File: src/rtl/sbr_pkg.sv
package sbr_pkg;
    localparam logic [3:0] SBR_RC_SL_START = 4'h4;
    localparam logic [3:0] SBR_RC_SL_FULL = 4'h5;
    localparam logic [3:0] SBR_RC_SL_DONE = 4'h6;
    localparam logic [3:0] SBR_RC_SL_ABORT = 4'h7;
    localparam logic [3:0] SBR_RC_BC_START = 4'h8;
    localparam logic [3:0] SBR_RC_BC_FULL = 4'h9;
    localparam logic [3:0] SBR_RC_BC_DONE = 4'ha;
    localparam logic [3:0] SBR_RC_BC_ABORT = 4'hb;
    localparam logic [7:0] SBR_ALL_UNITS = 8'hff;
    localparam logic [3:0] SBR_CTL_STAT_A = 4'h0;
    localparam logic [3:0] SBR_CTL_STAT_B = 4'h6;
    localparam int SBR_MIN_FREE = 4;
    localparam int SBR_CLK_MHZ = 125;
    localparam int SBR_WAIT0_US = 1570;
    localparam int SBR_WAIT1_US = 390;
    localparam int SBR_WAIT0_CYC = SBR_WAIT0_US * SBR_CLK_MHZ;
    localparam int SBR_WAIT1_CYC = SBR_WAIT1_US * SBR_CLK_MHZ;

    typedef struct packed {
        logic broadcast;
        logic [7:0] master_addr;
        logic [7:0] slave_addr;
        logic [3:0] control;
        logic [7:0] data_length;
    } sbr_hdr_t;

    typedef struct packed {
        logic [3:0] code;
        logic strobe;
    } sbr_ret_t;
endpackage : sbr_pkg

File: src/rtl/sbr_rx_status.sv
`timescale 1ns/1ps
module sbr_fifo #(
    parameter int WIDTH = 8,
    parameter int DEPTH = 32
) (
    // Clock and reset.
    input wire logic clock,
    input wire logic rst,
    // Fill side.
    input wire logic in_valid,
    output logic in_ready,
    input wire logic [WIDTH-1:0] in_data,
    // Drain side.
    output logic out_valid,
    input wire logic out_ready,
    output logic [WIDTH-1:0] out_data,
    // Fill level.
    output logic [$clog2(DEPTH+1)-1:0] level
);
    localparam int AW = $clog2(DEPTH);
    localparam int LW = $clog2(DEPTH + 1);
    logic [WIDTH-1:0] mem [DEPTH];
    logic [AW-1:0] wr_ptr;
    logic [AW-1:0] rd_ptr;
    logic do_wr;
    logic do_rd;

    assign do_wr = in_valid && in_ready;
    assign do_rd = out_valid && out_ready;
    assign in_ready = level != LW'(DEPTH);
    assign out_valid = level != '0;
    assign out_data = mem[rd_ptr];

    always_ff @(posedge clock) begin
        if (do_wr) begin
            mem[wr_ptr] <= in_data;
        end
    end

    always_ff @(posedge clock or posedge rst) begin
        if (rst) begin
            wr_ptr <= '0;
            rd_ptr <= '0;
            level <= '0;
        end else begin
            if (do_wr) begin
                wr_ptr <= (wr_ptr == AW'(DEPTH - 1)) ? '0 : wr_ptr + 1'b1;
            end
            if (do_rd) begin
                rd_ptr <= (rd_ptr == AW'(DEPTH - 1)) ? '0 : rd_ptr + 1'b1;
            end
            if (do_wr && !do_rd) begin
                level <= level + 1'b1;
            end else if (do_rd && !do_wr) begin
                level <= level - 1'b1;
            end
        end
    end
endmodule : sbr_fifo

module sbr_rx_status
    import sbr_pkg::*;
#(
    parameter int DEPTH = 32,
    parameter int WAIT0_CYC = SBR_WAIT0_CYC,
    parameter int WAIT1_CYC = SBR_WAIT1_CYC
) (
    // Clock and reset.
    input wire logic clock,
    input wire logic rst,
    // Configuration.
    input wire logic [7:0] station_addr,
    input wire logic [7:0] group_addr,
    input wire logic multi_frame_option,
    input wire logic speed_mode,
    input wire logic slave_receive_set,
    // Frame events from the bus layer.
    input wire logic hdr_valid,
    input wire sbr_pkg::sbr_hdr_t hdr,
    input wire logic ctl_valid,
    input wire logic byte_valid,
    input wire logic [7:0] byte_data,
    input wire logic frame_end,
    // Answers to the bus layer.
    output logic byte_nak,
    output logic status_bit1,
    // Host side of the receive FIFO.
    output logic rd_valid,
    input wire logic rd_ready,
    output logic [7:0] rd_data,
    // Status to host.
    output sbr_pkg::sbr_ret_t slave_return_code,
    output logic slave_receive_flag,
    output logic [7:0] second_receive_count
);
    import sbr_pkg::*;

    typedef enum logic [1:0] {
        SBR_IDLE = 2'b00,
        SBR_HEAD = 2'b01,
        SBR_DATA = 2'b10,
        SBR_WAIT = 2'b11
    } sbr_state_t;

    localparam int LW = $clog2(DEPTH + 1);
    sbr_state_t state;
    logic bcast;
    logic is_slave;
    logic is_bcast;
    logic buf_ready;
    logic armed;
    logic [1:0] hcnt;
    logic [7:0] want;
    logic [7:0] got;
    logic [7:0] held;
    logic [31:0] wait_cnt;
    logic in_valid;
    logic in_ready;
    logic [7:0] in_data;
    logic [LW-1:0] level;
    logic fifo_valid;
    logic [7:0] fifo_data;
    logic rd_pop;
    logic end_pend;

    assign is_slave = hdr.broadcast && hdr.slave_addr == station_addr;
    assign is_bcast = !hdr.broadcast &&
        (hdr.slave_addr == SBR_ALL_UNITS || hdr.slave_addr == group_addr);
    assign rd_pop = rd_valid && rd_ready;
    assign buf_ready = slave_receive_flag && (multi_frame_option ?
        (LW'(DEPTH) - level) >= LW'(SBR_MIN_FREE) : level == '0);

    always_comb begin
        in_valid = 1'b0;
        in_data = held;
        if (state == SBR_HEAD) begin
            in_valid = 1'b1;
            unique case (hcnt)
                2'd0: in_data = hdr.master_addr;
                2'd1: in_data = {4'h0, hdr.control};
                default: in_data = hdr.data_length;
            endcase
        end else if (state == SBR_WAIT) begin
            in_valid = 1'b1;
        end
    end

    sbr_fifo #(.WIDTH(8), .DEPTH(DEPTH)) u_fifo (
        .clock(clock),
        .rst(rst),
        .in_valid(in_valid),
        .in_ready(in_ready),
        .in_data(in_data),
        .out_valid(fifo_valid),
        .out_ready(rd_pop),
        .out_data(fifo_data),
        .level(level)
    );

    always_ff @(posedge clock or posedge rst) begin
        if (rst) begin
            rd_valid <= 1'b0;
            rd_data <= 8'h00;
        end else begin
            rd_valid <= fifo_valid && !rd_pop;
            rd_data <= fifo_data;
        end
    end

    always_ff @(posedge clock or posedge rst) begin
        if (rst) begin
            status_bit1 <= 1'b1;
        end else if (ctl_valid &&
                     (hdr.control == SBR_CTL_STAT_A || hdr.control == SBR_CTL_STAT_B)) begin
            status_bit1 <= !buf_ready;
        end
    end

    always_ff @(posedge clock or posedge rst) begin
        if (rst) begin
            state <= SBR_IDLE;
            bcast <= 1'b0;
            armed <= 1'b0;
            hcnt <= 2'd0;
            want <= 8'h00;
            got <= 8'h00;
            held <= 8'h00;
            wait_cnt <= '0;
            end_pend <= 1'b0;
            byte_nak <= 1'b0;
            slave_return_code <= '0;
            slave_receive_flag <= 1'b0;
            second_receive_count <= 8'h00;
        end else begin
            slave_return_code.strobe <= 1'b0;
            byte_nak <= 1'b0;
            if (frame_end && state != SBR_IDLE && state != SBR_DATA) begin
                end_pend <= 1'b1;
            end
            if (ctl_valid) begin
                armed <= buf_ready && (is_slave || is_bcast);
            end
            unique case (state)
                SBR_IDLE: begin
                    if (hdr_valid && armed && (is_slave || is_bcast)) begin
                        state <= SBR_HEAD;
                        bcast <= is_bcast;
                        hcnt <= 2'd0;
                        got <= 8'h00;
                        want <= hdr.data_length;
                        armed <= 1'b0;
                        slave_return_code <= '{code: is_bcast ? SBR_RC_BC_START
                                                              : SBR_RC_SL_START,
                                               strobe: 1'b1};
                    end
                end
                SBR_HEAD: begin
                    hcnt <= hcnt + 2'd1;
                    if (hcnt == 2'd2) begin
                        state <= SBR_DATA;
                    end
                end
                SBR_DATA: begin
                    if (frame_end || end_pend || got == want) begin
                        state <= SBR_IDLE;
                        end_pend <= 1'b0;
                        slave_receive_flag <= 1'b0;
                        second_receive_count <= got;
                        slave_return_code <= '{code: got == want
                            ? (bcast ? SBR_RC_BC_DONE : SBR_RC_SL_DONE)
                            : (bcast ? SBR_RC_BC_ABORT : SBR_RC_SL_ABORT), strobe: 1'b1};
                    end else if (byte_valid) begin
                        held <= byte_data;
                        state <= SBR_WAIT;
                        wait_cnt <= speed_mode ? WAIT1_CYC : WAIT0_CYC;
                        if (!in_ready) begin
                            slave_return_code <= '{code: bcast ? SBR_RC_BC_FULL
                                                               : SBR_RC_SL_FULL,
                                                   strobe: 1'b1};
                        end
                    end
                end
                SBR_WAIT: begin
                    if (in_ready) begin
                        got <= got + 8'd1;
                        state <= SBR_DATA;
                    end else if (wait_cnt == 0) begin
                        byte_nak <= 1'b1;
                        state <= SBR_DATA;
                    end else if (frame_end) begin
                        state <= SBR_DATA;
                    end else begin
                        wait_cnt <= wait_cnt - 1;
                    end
                end
            endcase
            if (slave_receive_set) begin
                slave_receive_flag <= 1'b1;
            end
        end
    end
endmodule : sbr_rx_status

File: config.mk
export PLATFORM = sky130hd
export DESIGN_NAME = sbr_rx_status
export DESIGN_NICKNAME = d
export VERILOG_FILES = /design/src/rtl/sbr_pkg.sv /design/src/rtl/sbr_rx_status.sv
export SDC_FILE = /design/constraint.sdc
export NUM_CORES = 1
export LEC_CHECK = 0
export BUFFER_PORTS_ARGS = -buffer_cell sky130_fd_sc_hd__clkbuf_2
export CORE_ASPECT_RATIO = 1.5
export CORE_MARGIN = 1.5
export CORE_UTILIZATION = 61
export DETAILED_ROUTE_END_ITERATION = 8
export PLACE_DENSITY = 0.8
export SYNTH_ARGS = -nofsm -noshare
export SYNTH_HDL_FRONTEND = slang
export SYNTH_SLANG_ARGS = --single-unit
File: constraint.sdc
create_clock -name clock -period 4.2 [get_ports clock]
set_input_delay 0.84 -clock clock [delete_from_list [all_inputs] [get_ports clock]]
set_output_delay 0.84 -clock clock [all_outputs]
set_load 0.005 [all_outputs]
# After elaboration in Yosys (flattened, before gate mapping)
# Memory sizes are Yosys's and may differ from the RTL's. A register that Yosys moved wholly into a read port is not among the register bits.
# Index checks and enable logic that the tools add are counted.
# Widths: inputs -> output; s select.
[word_totals]
register_bits = 96
mem_bits_rw = 256
input_bits = 63
out_inout_bits = 25
word_cells = 156
n_memories = 1
[memory_table]
columns = ["name", "words", "width", "read_ports", "rd_ports_with_merged_regs", "wr", "line", "text"]
rows = [
  ["u_fifo.mem", 32, 8, 1, 1, 1, "sbr_rx_status.sv:22", "logic [WIDTH-1:0] mem [DEPTH];"],
]
[classes]
n_addsub = 8
n_lt_le_gt_ge = 1
eq_ne = 25
n_mux = 53
n_bitwise = 1
n_reduce_logical = 48
[ops]
columns = ["operator", "count"]
rows = [
  ["$mux 32", 5],
  ["$pmux 32 s2", 1],
  ["$logic_not 32->1", 1],
  ["$pmux 8 s2", 2],
  ["$sub 32x1->32 const B", 1],
  ["$mux 5", 6],
  ["$eq 8x8->1", 3],
  ["$mux 8", 3],
  ["$mux 4", 5],
  ["$mux 18", 1],
  ["$mux 1", 17],
  ["$mux 2", 8],
  ["$ne 2x2->1 const B", 8],
  ["$reduce_bool 2->1", 8],
  ["$logic_and 1x1->1", 15],
  ["$mux 6", 2],
  ["$add 5x1->5 const B", 2],
  ["$eq 5x5->1 const B", 2],
  ["$pmux 5 s2", 1],
  ["$add 8x1->8 const B", 1],
  ["$eq 8x8->1 const B", 1],
  ["$pmux 2 s4", 1],
  ["$reduce_and 2->1", 4],
  ["$reduce_and 4->1", 2],
  ["other kinds (22)", 36],
]

# Longest topological paths before layout
# Gate-level depths: netlist (run 1).
[depth]
depth_word = 8
ltp_mapped = 11
ltp_nobuf = 11

# Modules after synthesis
# From an unflattened synthesis (run 1), not the netlist that was laid out.
[unflattened]
cells_unflattened = 1088
hier_area_um2 = 15742.6
[by_module_without_submodules]
columns = ["mod", "n_inst", "cells_each", "area_per_inst_um2", "seq_area_each_um2"]
rows = [
  ["sbr_fifo", 1, 624, 11129.4, 8087.8],
  ["sbr_rx_status", 1, 464, 4613.2, 2203.4],
]

# Worst setup path after synthesis (run 1)
# No wires, ideal clock.
[synth_path]
path_kind = "reg-to-reg"
start = "reg u_fifo.level[0]"
end = "reg u_fifo.level[5]"
setup_time_ns = 0.124
arrival_time_ns = 3.076
t_required_ns = 4.076
slack_ns = 1.000
stages_incl_launch_ff = 12
path_buffers = 0
synth_period_minus_slack_ns = 3.200
path_cell_list = "dfrtp_1 -> or4_4 -> o21ai_0 -> clkinv_1 -> ha_1 -> inv_1 -> ha_1 -> a21o_1 -> a21oi_1 -> nand4b_1 -> nand4_1 -> xor2_1"
[synth_via]
elab_chain_cells = 5
word_cells_on_any_way = 13
cone_classes = "add/sub: 2; eq/ne: 1; mux: 2; reduce/logical: 8"
[synth_lines]
columns = ["item", "line", "text"]
rows = [
  ["start, declared", "sbr_rx_status.sv:18", "output logic [$clog2(DEPTH+1)-1:0] level"],
  ["start signal, assigned", "sbr_rx_status.sv:53", "level <= level + 1'b1;"],
  ["start signal, assigned", "sbr_rx_status.sv:55", "level <= level - 1'b1;"],
  ["$ne 6x6->1 (*)", "sbr_rx_status.sv:30", "assign in_ready = level != LW'(DEPTH);"],
  ["$logic_and 1x1->1 (*)", "sbr_rx_status.sv:28", "assign do_wr = in_valid && in_ready;"],
  ["named net u_fifo.do_wr", "sbr_rx_status.sv:25", "logic do_wr;"],
  ["$logic_not 1->1", "sbr_rx_status.sv:54", "end else if (do_rd && !do_wr) begin"],
  ["$logic_and 1x1->1", "sbr_rx_status.sv:54", ""],
  ["$reduce_bool 2->1 (no line)", "-", ""],
]
# The timed path passes the listed nets; every way through them passes the cells marked *. The select of a mux whose other input is x is not followed.
# A chain may end at the register's enable or synchronous reset.

# Worst setup path in the final report (run 1)
# Same ends and word-level chain as after synthesis.

==> results.json, run 1 <==
{
  "r2r-end": "u_fifo.level[5]$_DFFE_PP0P_",
  "die_y_um": 198.2,
  "remaining_drc_errors": 0,
  "ff2ff_setup_slack_ps": 530,
  "grtUsageTotal": 0.2571,
  "diodes": 0,
  "status": "completed",
  "synth-edff-count": 256,
  "rsz0062_at_grt": "false",
  "final.setup.tns_ps": 0,
  "ctsHoldBuffers": 0,
  "die-area_mm2": 0.02639,
  "initial_core_util": 0.6187,
  "crit_type": "reg -> reg",
  "setup_violations": 0,
  "final.min_clock_period_ps": 3667,
  "synthArstFlopShare": 0.2889,
  "grt_pass1_vias": 9631,
  "antenna_found_initial": 0,
  "routed_wl_um": 32870,
  "layout_setup_ws_ps": 532.8,
  "critPathLaunchType": "register",
  "worst_pin_slew_ps": 1325,
  "power_leakage_nw": 6.424,
  "drt-vias-per-instance": 6.244,
  "power_density_mw_per_mm2": 683.6,
  "reg2reg_depth": 11,
  "min_period_over_period": 0.8731,
  "cts_tree": "done",
  "synth_cell_types": 66,
  "core_area_mm2": 0.02505,
  "crit_required_ps": 4650,
  "crit_path_end_kind": "register",
  "cp_data_arrival_time_ps": 4120,
  "hold_class": "in -> async",
  "dr_total_vias": 9447,
  "clock_latency_ps": 580,
  "nFillCells": 1687,
  "grt_overflow": 0,
  "clk_pin_slew_ps": 70,
  "netlist_instances": 1081,
  "ioPinCount": 88,
  "yosysTopAreaCell": "edfxtp_1",
  "drive_gt1_frac": 0.1907,
  "vdd_drop_max_mv": 0.4170,
  "wl_per_cell_um": 21.72,
  "r2r-start": "u_fifo.level[0]$_DFFE_PP0P_",
  "cts.sink_count": 360,
  "preCtsSetupSlack_ps": 564.8,
  "htreeDepth": 1,
  "finClkSkew_ps": 25.28,
  "synth_top_area_frac": 0.4960,
  "drv_cap": 0,
  "syn_avg_cell_area_um2": 14.34,
  "grt_pass1_wl_um": 52150,
  "grt_start_max_net_pins": 60,
  "cts_root_buf": "clkbuf_16",
  "cts_buffers": 31,
  "portBuffers": 87,
  "synth_area_mm2": 0.01550,
  "synthTopCellsByArea": "edfxtp_1 (50%), dfrtp_1 (17%), mux4_2 (4.7%)",
  "yosys_warnings": 0,
  "synth_ff_type": "edfxtp_1",
  "ys_top_cells_by_count": "edfxtp_1 (256), dfrtp_1 (103), nand2_1 (86), mux2i_1 (68), nor2_1 (63)",
  "max_freq_mhz": 272.7,
  "drv_slew": 0,
  "yosysMostFrequentCell": "edfxtp_1",
  "syn2layout_area_growth_pct": 12.23,
  "cts.path.max_buffers": 3,
  "fp.dieW_um": 133.1,
  "finalHoldViolations": 0,
  "worstPathMaxFanout": 9,
  "syn-num-nets": 1163,
  "relSlewSlack": 0.1168,
  "place.detailed.hpwl_um": 21760,
  "gp_routability_congestion": 0.8359,
  "first_pass_iters": 8,
  "ys_seq_area_frac": 0.6640,
  "ant_nets": 0,
  "post-cts-setup-buffers": 0,
  "synth_seq_cells": 360,
  "post_cts_resized": 0,
  "finish.net_count": 1243,
  "placementRows": 71,
  "drtIter0Drc": 784
}
-- routing by layer --
| layer | track usage | up-vias | share of wire |
|---|---|---|---|
| met4 | 0.1010 | 0 | 0.041 |
| li1 | - | 4376 | - |
| met5 | 0 | - | 0 |
| met3 | 0.02663 | 92 | 0.047 |
| met1 | 0.3164 | 4638 | 0.38 |
| met2 | 0.4682 | 341 | 0.53 |
-- per-stage QoR --
stage	hold WS, ps	cells	instance area (um^2)	util	total power, mW
after floorplan	445.4	1081	15500	-	7.712
after global placement	458.8	1456	16300	0.6505	8.737
after detailed placement	463.9	1456	16300	0.6505	8.892
after CTS	349.0	1513	17390	0.6940	11.93
after global routing	384.2	1513	17390	0.6943	12.48
final	349.1	1513	17390	0.6943	11.89
-- logic make-up after synthesis --
group,Yosys count,synth area share
flops,360,0.6640
fa+ha+maj,19,0.01582
mux,117,0.1028
buf+inv,76,0.01962
simple gates,261,0.08347
xor+xnor,36,0.02034
compound gates,212,0.09397
-- registers in the layout, summed over array words and instances (netlist names), 2 cells and up --
signal,flops
u_fifo.level,6
second_receive_count,8
want,8
u_fifo.mem,256
wait_cnt,32
hcnt,2
held,8
u_fifo.rd_ptr,5
state,2
u_fifo.wr_ptr,5
rd_data,8
slave_return_code,5
got,8
-- layout make-up --
class | instances | area, um^2 | area share
multi-input cells | 645 | 4947 | 0.2844
inverters | 22 | 85.08 | 0.004891
flip-flops and latches | 360 | 10290 | 0.5919
clock inverters | 21 | 276.5 | 0.01590
well taps | 328 | 410.4 | 0.02359
repair buffers | 101 | 565.5 | 0.03251
clock buffers | 36 | 814.5 | 0.04683
-- worst max-delay path: stages (launching register included) --
cell,delay [ps]
dfrtp_1,450
or4_4,600
o21ai_0,520
clkinv_1,380
ha_1,380
inv_1,150
ha_1,250
a21o_1,180
a21oi_1,240
nand4b_1,160
nand4_1,110
xor2_1,150
-- where the power goes --
group / leakage, nW / internal (mW) / switching (mW)
clock network: 0.525 / 1.76 / 1.26
registers: 3.63 / 4.73 / 0.607
logic: 2.27 / 1.46 / 2.07
-- how the worst max path moves through the flow --
| stage | start | to | slack (ps) | cells past startpoint |
|---|---|---|---|---|
| after detailed placement | u_fifo.level[0]$_DFFE_PP0P_ | u_fifo.level[5]$_DFFE_PP0P_ | 560 | 11 |
| after floorplan | rst | armed$_DFF_PP0_ | 630 | 1 |
| after global placement | u_fifo.level[0]$_DFFE_PP0P_ | u_fifo.level[5]$_DFFE_PP0P_ | 690 | 11 |
| after CTS | u_fifo.level[0]$_DFFE_PP0P_ | u_fifo.level[5]$_DFFE_PP0P_ | 560 | 11 |
| after global routing | u_fifo.level[0]$_DFFE_PP0P_ | u_fifo.level[5]$_DFFE_PP0P_ | 180 | 11 |
| final | u_fifo.level[0]$_DFFE_PP0P_ | u_fifo.level[5]$_DFFE_PP0P_ | 530 | 11 |
-- cells in the final DEF, fill, tap and decap left out, types with 8 or more instances in the layout --
cell         n
nand3_1     13
a31oi_1     11
nand4_1     12
nor3_1      15
nor4_1      14
mux4_2      32
o21ai_0     32
buf_4       12
mux2_2      17
clkbuf_16   31
o22ai_1     21
ha_1        18
nor2_1      63
o31ai_1     12
nand2_1     86
a21oi_1     33
o221ai_1    32
a21o_1      12
xnor2_1     23
inv_1       20
a211oi_1    10
dfrtp_1    102
clkbuf_2    87
nand2b_1     8
edfxtp_1   256
mux2i_1     68
xor2_1      13
(Power assumes the default switching activity.)
==> run 2: changes to the inputs <==
==> constraint.sdc (replaced) <==
create_clock -name clock -period 4.2 [get_ports clock]
set_input_delay 0.21 -clock clock [delete_from_list [all_inputs] [get_ports clock]]
set_output_delay 0.21 -clock clock [all_outputs]
set_load 0.005 [all_outputs]
==> run 2 against run 1 <==
  * Fmax shrank 2.4%
  * Clock power decreased by 1%
  * Clock skew decreased by 15 ps
  * Routed wire length increased by 2.4%
  * Sequential power about the same
  * Largest cell class unchanged
==> results.json, run 2 (synthesis results as in run 1) <==
{
  "p_comb_frac": 0.303,
  "drv_slew": 0,
  "fin_util": 0.7024,
  "die-area_mm2": 0.02639,
  "ant_nets": 0,
  "cts_root_buf": "clkbuf_16",
  "crit_required_ps": 4640,
  "drt-vias-per-instance": 6.350,
  "final.min_clock_period_ps": 3759,
  "largest_register_ffs": 256,
  "fp.dieW_um": 133.1,
  "cts.sink_count": 360,
  "cts.path.max_buffers": 3,
  "first_pass_iters": 6,
  "initial_core_util": 0.6187,
  "critPathLaunchType": "register",
  "place.detailed.hpwl_um": 22230,
  "core_area_mm2": 0.02505,
  "diodes": 0,
  "post_cts_resized": 0,
  "wl_per_cell_um": 21.91,
  "worstPathMaxFanout": 9,
  "rsz0062_at_grt": "false",
  "cts_tree": "done",
  "dr_total_vias": 9753,
  "grt_pass1_wl_um": 52580,
  "final.setup.tns_ps": 0,
  "grt_start_max_net_pins": 67,
  "ioPinCount": 88,
  "cp.buffers_inverters": 2,
  "drtIter0Drc": 1004,
  "power_frac_seq": 0.446,
  "met1_usage": 0.3110,
  "hold_class": "in -> reg",
  "final_common_cell": "edfxtp_1",
  "met3_usage": 0.02919,
  "regMostFlops": "u_fifo.mem",
  "finalHoldViolations": 0,
  "htreeDepth": 1,
  "remaining_drc_errors": 0,
  "clock_latency_ps": 560,
  "power_density_mw_per_mm2": 678.9,
  "crit_path_end_kind": "register",
  "vdd_drop_max_mv": 0.5578,
  "syn2layout_area_growth_pct": 13.54,
  "cp_data_arrival_time_ps": 4200,
  "critPathMaxStageDelay_ps": 600,
  "p_int_mw": 7.970,
  "max_freq_mhz": 266.0,
  "clock_power_share": 0.250,
  "drive_gt1_frac": 0.1912,
  "relSlewSlack": 0.1961,
  "nFillCells": 1664,
  "grt_pass1_vias": 9744,
  "status": "completed",
  "crit_family": "compound AO/OA/AOI/OAI gates",
  "switching_power_mw": 3.977,
  "p_sw_frac": 0.3329,
  "clk_pin_slew_ps": 70,
  "grt_overflow": 0,
  "top_regs": "u_fifo.mem x256, wait_cnt x32",
  "crit_slowest_cell": "or4_4",
  "crit_type": "reg -> reg",
  "routed_wl_um": 33660,
  "portBuffers": 87,
  "post-cts-setup-buffers": 0,
  "finClkSkew_ps": 10.25,
  "met2_usage": 0.4811,
  "grtUsageTotal": 0.2591,
  "layout_common_cells": "edfxtp_1 (256), dfrtp_1 (102), clkbuf_2 (87)",
  "cts_buffers": 30,
  "gp_routability_congestion": 0.8476,
  "power_leakage_nw": 6.523,
  "busiest_layer": "met2",
  "finish.net_count": 1266,
  "cpMostUsedCell": "ha_1",
  "path_cells": "or4_4 > o21ai_0 > clkinv_1 > ha_1 > inv_1 > ha_1 > a21o_1 > a21oi_1 > nand4b_1 > nand4_1 > xor2_1",
  "placementRows": 71,
  "worst_pin_slew_ps": 1206,
  "drv_cap": 0,
  "min_period_over_period": 0.8950,
  "antenna_found_initial": 0,
  "die_y_um": 198.2,
  "setup_violations": 0
}
## run 2: cell count changes in the layout (fill, tap and decap cells not counted), sizes merged
cell,previous run,this run
dlygate4sd3,0,21
clkbuf,123,128
clkinv,11,7
buf,14,17
inv,23,21
bufinv,6,5
clkinvlp,3,4
## run 2: through the flow
step           area, um^2  worst slack (ps)  power [mW]  std cells  hold slack, ps
6_report            17600             441.2       11.95       1536           21.98
3_5_place_dp        16310             498.7       8.963       1459           399.1
4_1_cts             17600             457.5       11.96       1536           2.095
5_1_grt             17600             170.0       12.50       1536           34.49
2_1_floorplan       15500             999.5       7.712       1081           296.7
3_3_place_gp        16310             685.6       8.803       1459           390.6
## run 2: final timing paths
check	end	start	slack, ps	cells after the start
min	status_bit1$_DFFE_PP1P_	hdr[8]	20	4
max reg2reg	u_fifo.level[5]$_DFFE_PP0P_	u_fifo.level[0]$_DFFE_PP0P_	440	11
min reg2reg	rd_valid$_DFF_PP0_	rd_valid$_DFF_PP0_	480	1
min in group asynchronous	wait_cnt[20]$_DFFE_PP0P_	rst	370	3
max	u_fifo.level[5]$_DFFE_PP0P_	u_fifo.level[0]$_DFFE_PP0P_	440	11
max in group asynchronous	want[4]$_DFFE_PP0N_	rst	2780	4
## run 2: power groups by stage
stage / combinational (mW) / sequential [mW] / clock, mW
after global routing: 3.95 / 5.41 / 3.14
after global placement: 3.44 / 5.36 / 0
after CTS: 3.63 / 5.32 / 3.02
after floorplan: 2.58 / 5.13 / 0
final: 3.63 / 5.33 / 2.99
after detailed placement: 3.58 / 5.38 / 0
## run 2: timing repair
action,4_1_cts,5_1_grt
hold buffers,21,0
setup endpoints to repair,0,0
hold endpoints to repair,84,0
## run 2: final cells by class
type | instances | area [um^2] | area share
Timing Repair Buffer | 125 | 785.8 | 0.04465
Multi-Input combinational cell | 645 | 4940 | 0.2807
Inverter | 22 | 85.08 | 0.004835
Clock inverter | 15 | 207.7 | 0.01180
Clock buffer | 41 | 873.3 | 0.04963
Sequential cell | 360 | 10290 | 0.5850
Tap cell | 328 | 410.4 | 0.02332
## run 2: routing by layer
layer | wire length [um] | up-vias
met5 | 0 | -
met4 | 1213 | 0
met3 | 1974 | 85
met2 | 18310 | 406
met1 | 12160 | 4860
li1 | - | 4402
## run 2: tightest hold or removal path: stages
cell	delay (ps)
clkbuf_2	100
nor3b_1	60
a21oi_1	150
a31oi_1	60
==> run 3: changes to the inputs <==
- PLACE_DENSITY: 0.8 -> unset
- PLACE_DENSITY_LB_ADDON: unset -> 0.1
==> run 3 against run 2 <==
  * Final area down 0.42%
  * Highest routed layer unchanged
  * Clock power shrank 6%
  * Largest power group unchanged
  * Critical endpoint unchanged
  * Core utilization down 0.29 points
  * Sequential share of layout area up 0.25 points
  * Largest cell class unchanged
  * Power fell by 1.4%
  * Via count decreased by 2.5%
==> results.json, run 3 (synthesis results as in run 1) <==
{
  "die_y_um": 198.2,
  "crit_type": "reg -> reg",
  "largest_register_ffs": 256,
  "power_leakage_nw": 6.495,
  "vdd_drop_max_mv": 0.4049,
  "clk_pin_slew_ps": 70,
  "top_regs": "u_fifo.mem x256, wait_cnt x32",
  "cts.sink_count": 360,
  "layout_common_cells": "edfxtp_1 (256), dfrtp_1 (102), clkbuf_2 (87)",
  "drv_slew": 0,
  "min_period_over_period": 0.8673,
  "grtUsageTotal": 0.2634,
  "finish.net_count": 1269,
  "diodes": 0,
  "switching_power_mw": 3.972,
  "grt_pass1_vias": 9749,
  "max_freq_mhz": 274.5,
  "crit_family": "compound AO/OA/AOI/OAI gates",
  "worstPathMaxFanout": 9,
  "drv_cap": 0,
  "hp-start": "hdr_valid",
  "ioPinCount": 88,
  "power_mw": 11.77,
  "regMostFlops": "u_fifo.mem",
  "rsz0062_at_grt": "false",
  "drtIter0Drc": 659,
  "grt_pass1_wl_um": 52810,
  "wl_per_cell_um": 22.01,
  "hold_class": "in -> reg",
  "cts_tree": "done",
  "die-area_mm2": 0.02639,
  "min_to": "bcast$_DFFE_PP0N_",
  "remaining_drc_errors": 0,
  "reg2reg_depth": 11,
  "grt_overflow": 0,
  "power_density_mw_per_mm2": 671.9,
  "finalHoldViolations": 0,
  "highest_layer": "met4",
  "core_area_mm2": 0.02505,
  "startpoint": "u_fifo.level[0]$_DFFE_PP0P_",
  "critPathMaxStageDelay_ps": 600,
  "first_pass_iters": 5,
  "clock_power_share": 0.238,
  "grt_start_max_net_pins": 69,
  "r2r-end": "u_fifo.level[5]$_DFFE_PP0P_",
  "cp.buffers_inverters": 2,
  "drt-vias-per-instance": 6.174,
  "min_path_cells": 5,
  "cts_buffers": 31,
  "cts_root_buf": "clkbuf_16",
  "antenna_found_initial": 0,
  "dr_total_vias": 9508,
  "p_int_mw": 7.802,
  "routed_wl_um": 33900,
  "drive_gt1_frac": 0.1848,
  "fp.dieW_um": 133.1,
  "dr_wl_met2_um": 18280,
  "cts.path.max_buffers": 3,
  "setup_violations": 0,
  "p_sw_frac": 0.3373,
  "initial_core_util": 0.6187,
  "power_frac_seq": 0.448,
  "ant_nets": 0,
  "place.detailed.hpwl_um": 22650,
  "status": "completed",
  "worst_pin_slew_ps": 1134,
  "r2r-start": "u_fifo.level[0]$_DFFE_PP0P_",
  "gp_routability_congestion": 0.8484,
  "relSlewSlack": 0.2382,
  "crit_path_end_kind": "register",
  "wl_met3_um": 1546,
  "syn2layout_area_growth_pct": 13.06,
  "cpMostUsedCell": "ha_1",
  "nFillCells": 1717,
  "ff2ff_setup_slack_ps": 560,
  "final.min_clock_period_ps": 3643,
  "htreeDepth": 1,
  "clock_latency_ps": 570,
  "cp_data_arrival_time_ps": 4100,
  "placementRows": 71,
  "final.setup.tns_ps": 0,
  "final_common_cell": "edfxtp_1",
  "finClkSkew_ps": 8.540,
  "drt-met1-wl_um": 12430,
  "critPathLaunchType": "register",
  "portBuffers": 87,
  "p_comb_frac": 0.314,
  "crit_required_ps": 4650,
  "path_cells": "or4_4 > o21ai_0 > clkinv_1 > ha_1 > inv_1 > ha_1 > a21o_1 > a21oi_1 > nand4b_1 > nand4_1 > xor2_1",
  "crit_slowest_cell": "or4_4"
}
-- run 3: changes by cell type in the layout (fill, tap and decap cells not counted) --
| cell | previous run | this run |
|---|---|---|
| inv_6 | 0 | 1 |
| clkbuf_8 | 6 | 2 |
| clkbuf_1 | 4 | 12 |
| clkinv_1 | 1 | 3 |
| buf_4 | 16 | 17 |
| bufinv_16 | 5 | 3 |
| clkinv_2 | 6 | 7 |
| clkinvlp_4 | 3 | 0 |
| clkinvlp_2 | 1 | 0 |
| dlygate4sd3_1 | 21 | 22 |
-- run 3: final cells by class --
cell class / count / area, um^2 / share of cell area
flip-flops and latches: 360 / 10290 / 0.5875
multi-input cells: 645 / 4940 / 0.2819
clock buffers: 45 / 848.3 / 0.04841
repair buffers: 127 / 803.3 / 0.04584
well taps: 328 / 410.4 / 0.02342
clock inverters: 13 / 141.4 / 0.008069
inverters: 22 / 85.08 / 0.004855
-- run 3: what timing repair did --
| item | CTS | global route |
|---|---|---|
| buffers inserted | 0 | 0 |
| gates resized for setup | 0 | 0 |
| endpoints found under the hold margin | 87 | 0 |
| hold buffers | 22 | 0 |
-- run 3: power by group through the flow --
stage | logic (mW) | clock network, mW | registers, mW
after global placement | 3.58 | 0 | 5.32
after floorplan | 2.58 | 0 | 5.13
final | 3.70 | 2.80 | 5.27
after global routing | 4.04 | 2.96 | 5.35
after detailed placement | 3.67 | 0 | 5.33
after CTS | 3.71 | 2.84 | 5.27
-- run 3: layer usage --
layer,GRT usage,vias to the layer above
met2,0.4875,283
met4,0.1220,0
met3,0.03098,84
met5,0,-
li1,-,4426
met1,0.3060,4715
-- run 3: stage by stage --
stage	hold WS (ps)	cell area, um^2	worst slack [ps]	instances	utilization
5_1_grt	33.39	17520	221.2	1540	0.6995
3_3_place_gp	391.0	16310	720.7	1460	0.6512
3_5_place_dp	399.4	16310	580.2	1460	0.6512
2_1_floorplan	296.7	15500	999.5	1081	-
4_1_cts	2.406	17520	567.0	1540	0.6995
6_report	23.86	17520	557.2	1540	0.6995
-- run 3: worst max-delay path by stage --
stage                             endpoint  slack [ps]  cells after the start
2_1_floorplan  u_fifo.level[5]$_DFFE_PP0P_        1000                     11
3_3_place_gp   u_fifo.level[5]$_DFFE_PP0P_         720                     11
3_5_place_dp   u_fifo.level[5]$_DFFE_PP0P_         580                     11
4_1_cts        u_fifo.level[5]$_DFFE_PP0P_         570                     11
5_1_grt        u_fifo.level[5]$_DFFE_PP0P_         220                     11
6_report       u_fifo.level[5]$_DFFE_PP0P_         560                     11
-- run 3: tightest hold or removal path, stage by stage --
cell and delay, ps:
clkbuf_2 80, nand2_1 80, nor4_1 60, nand2_1 50, o21ai_0 60
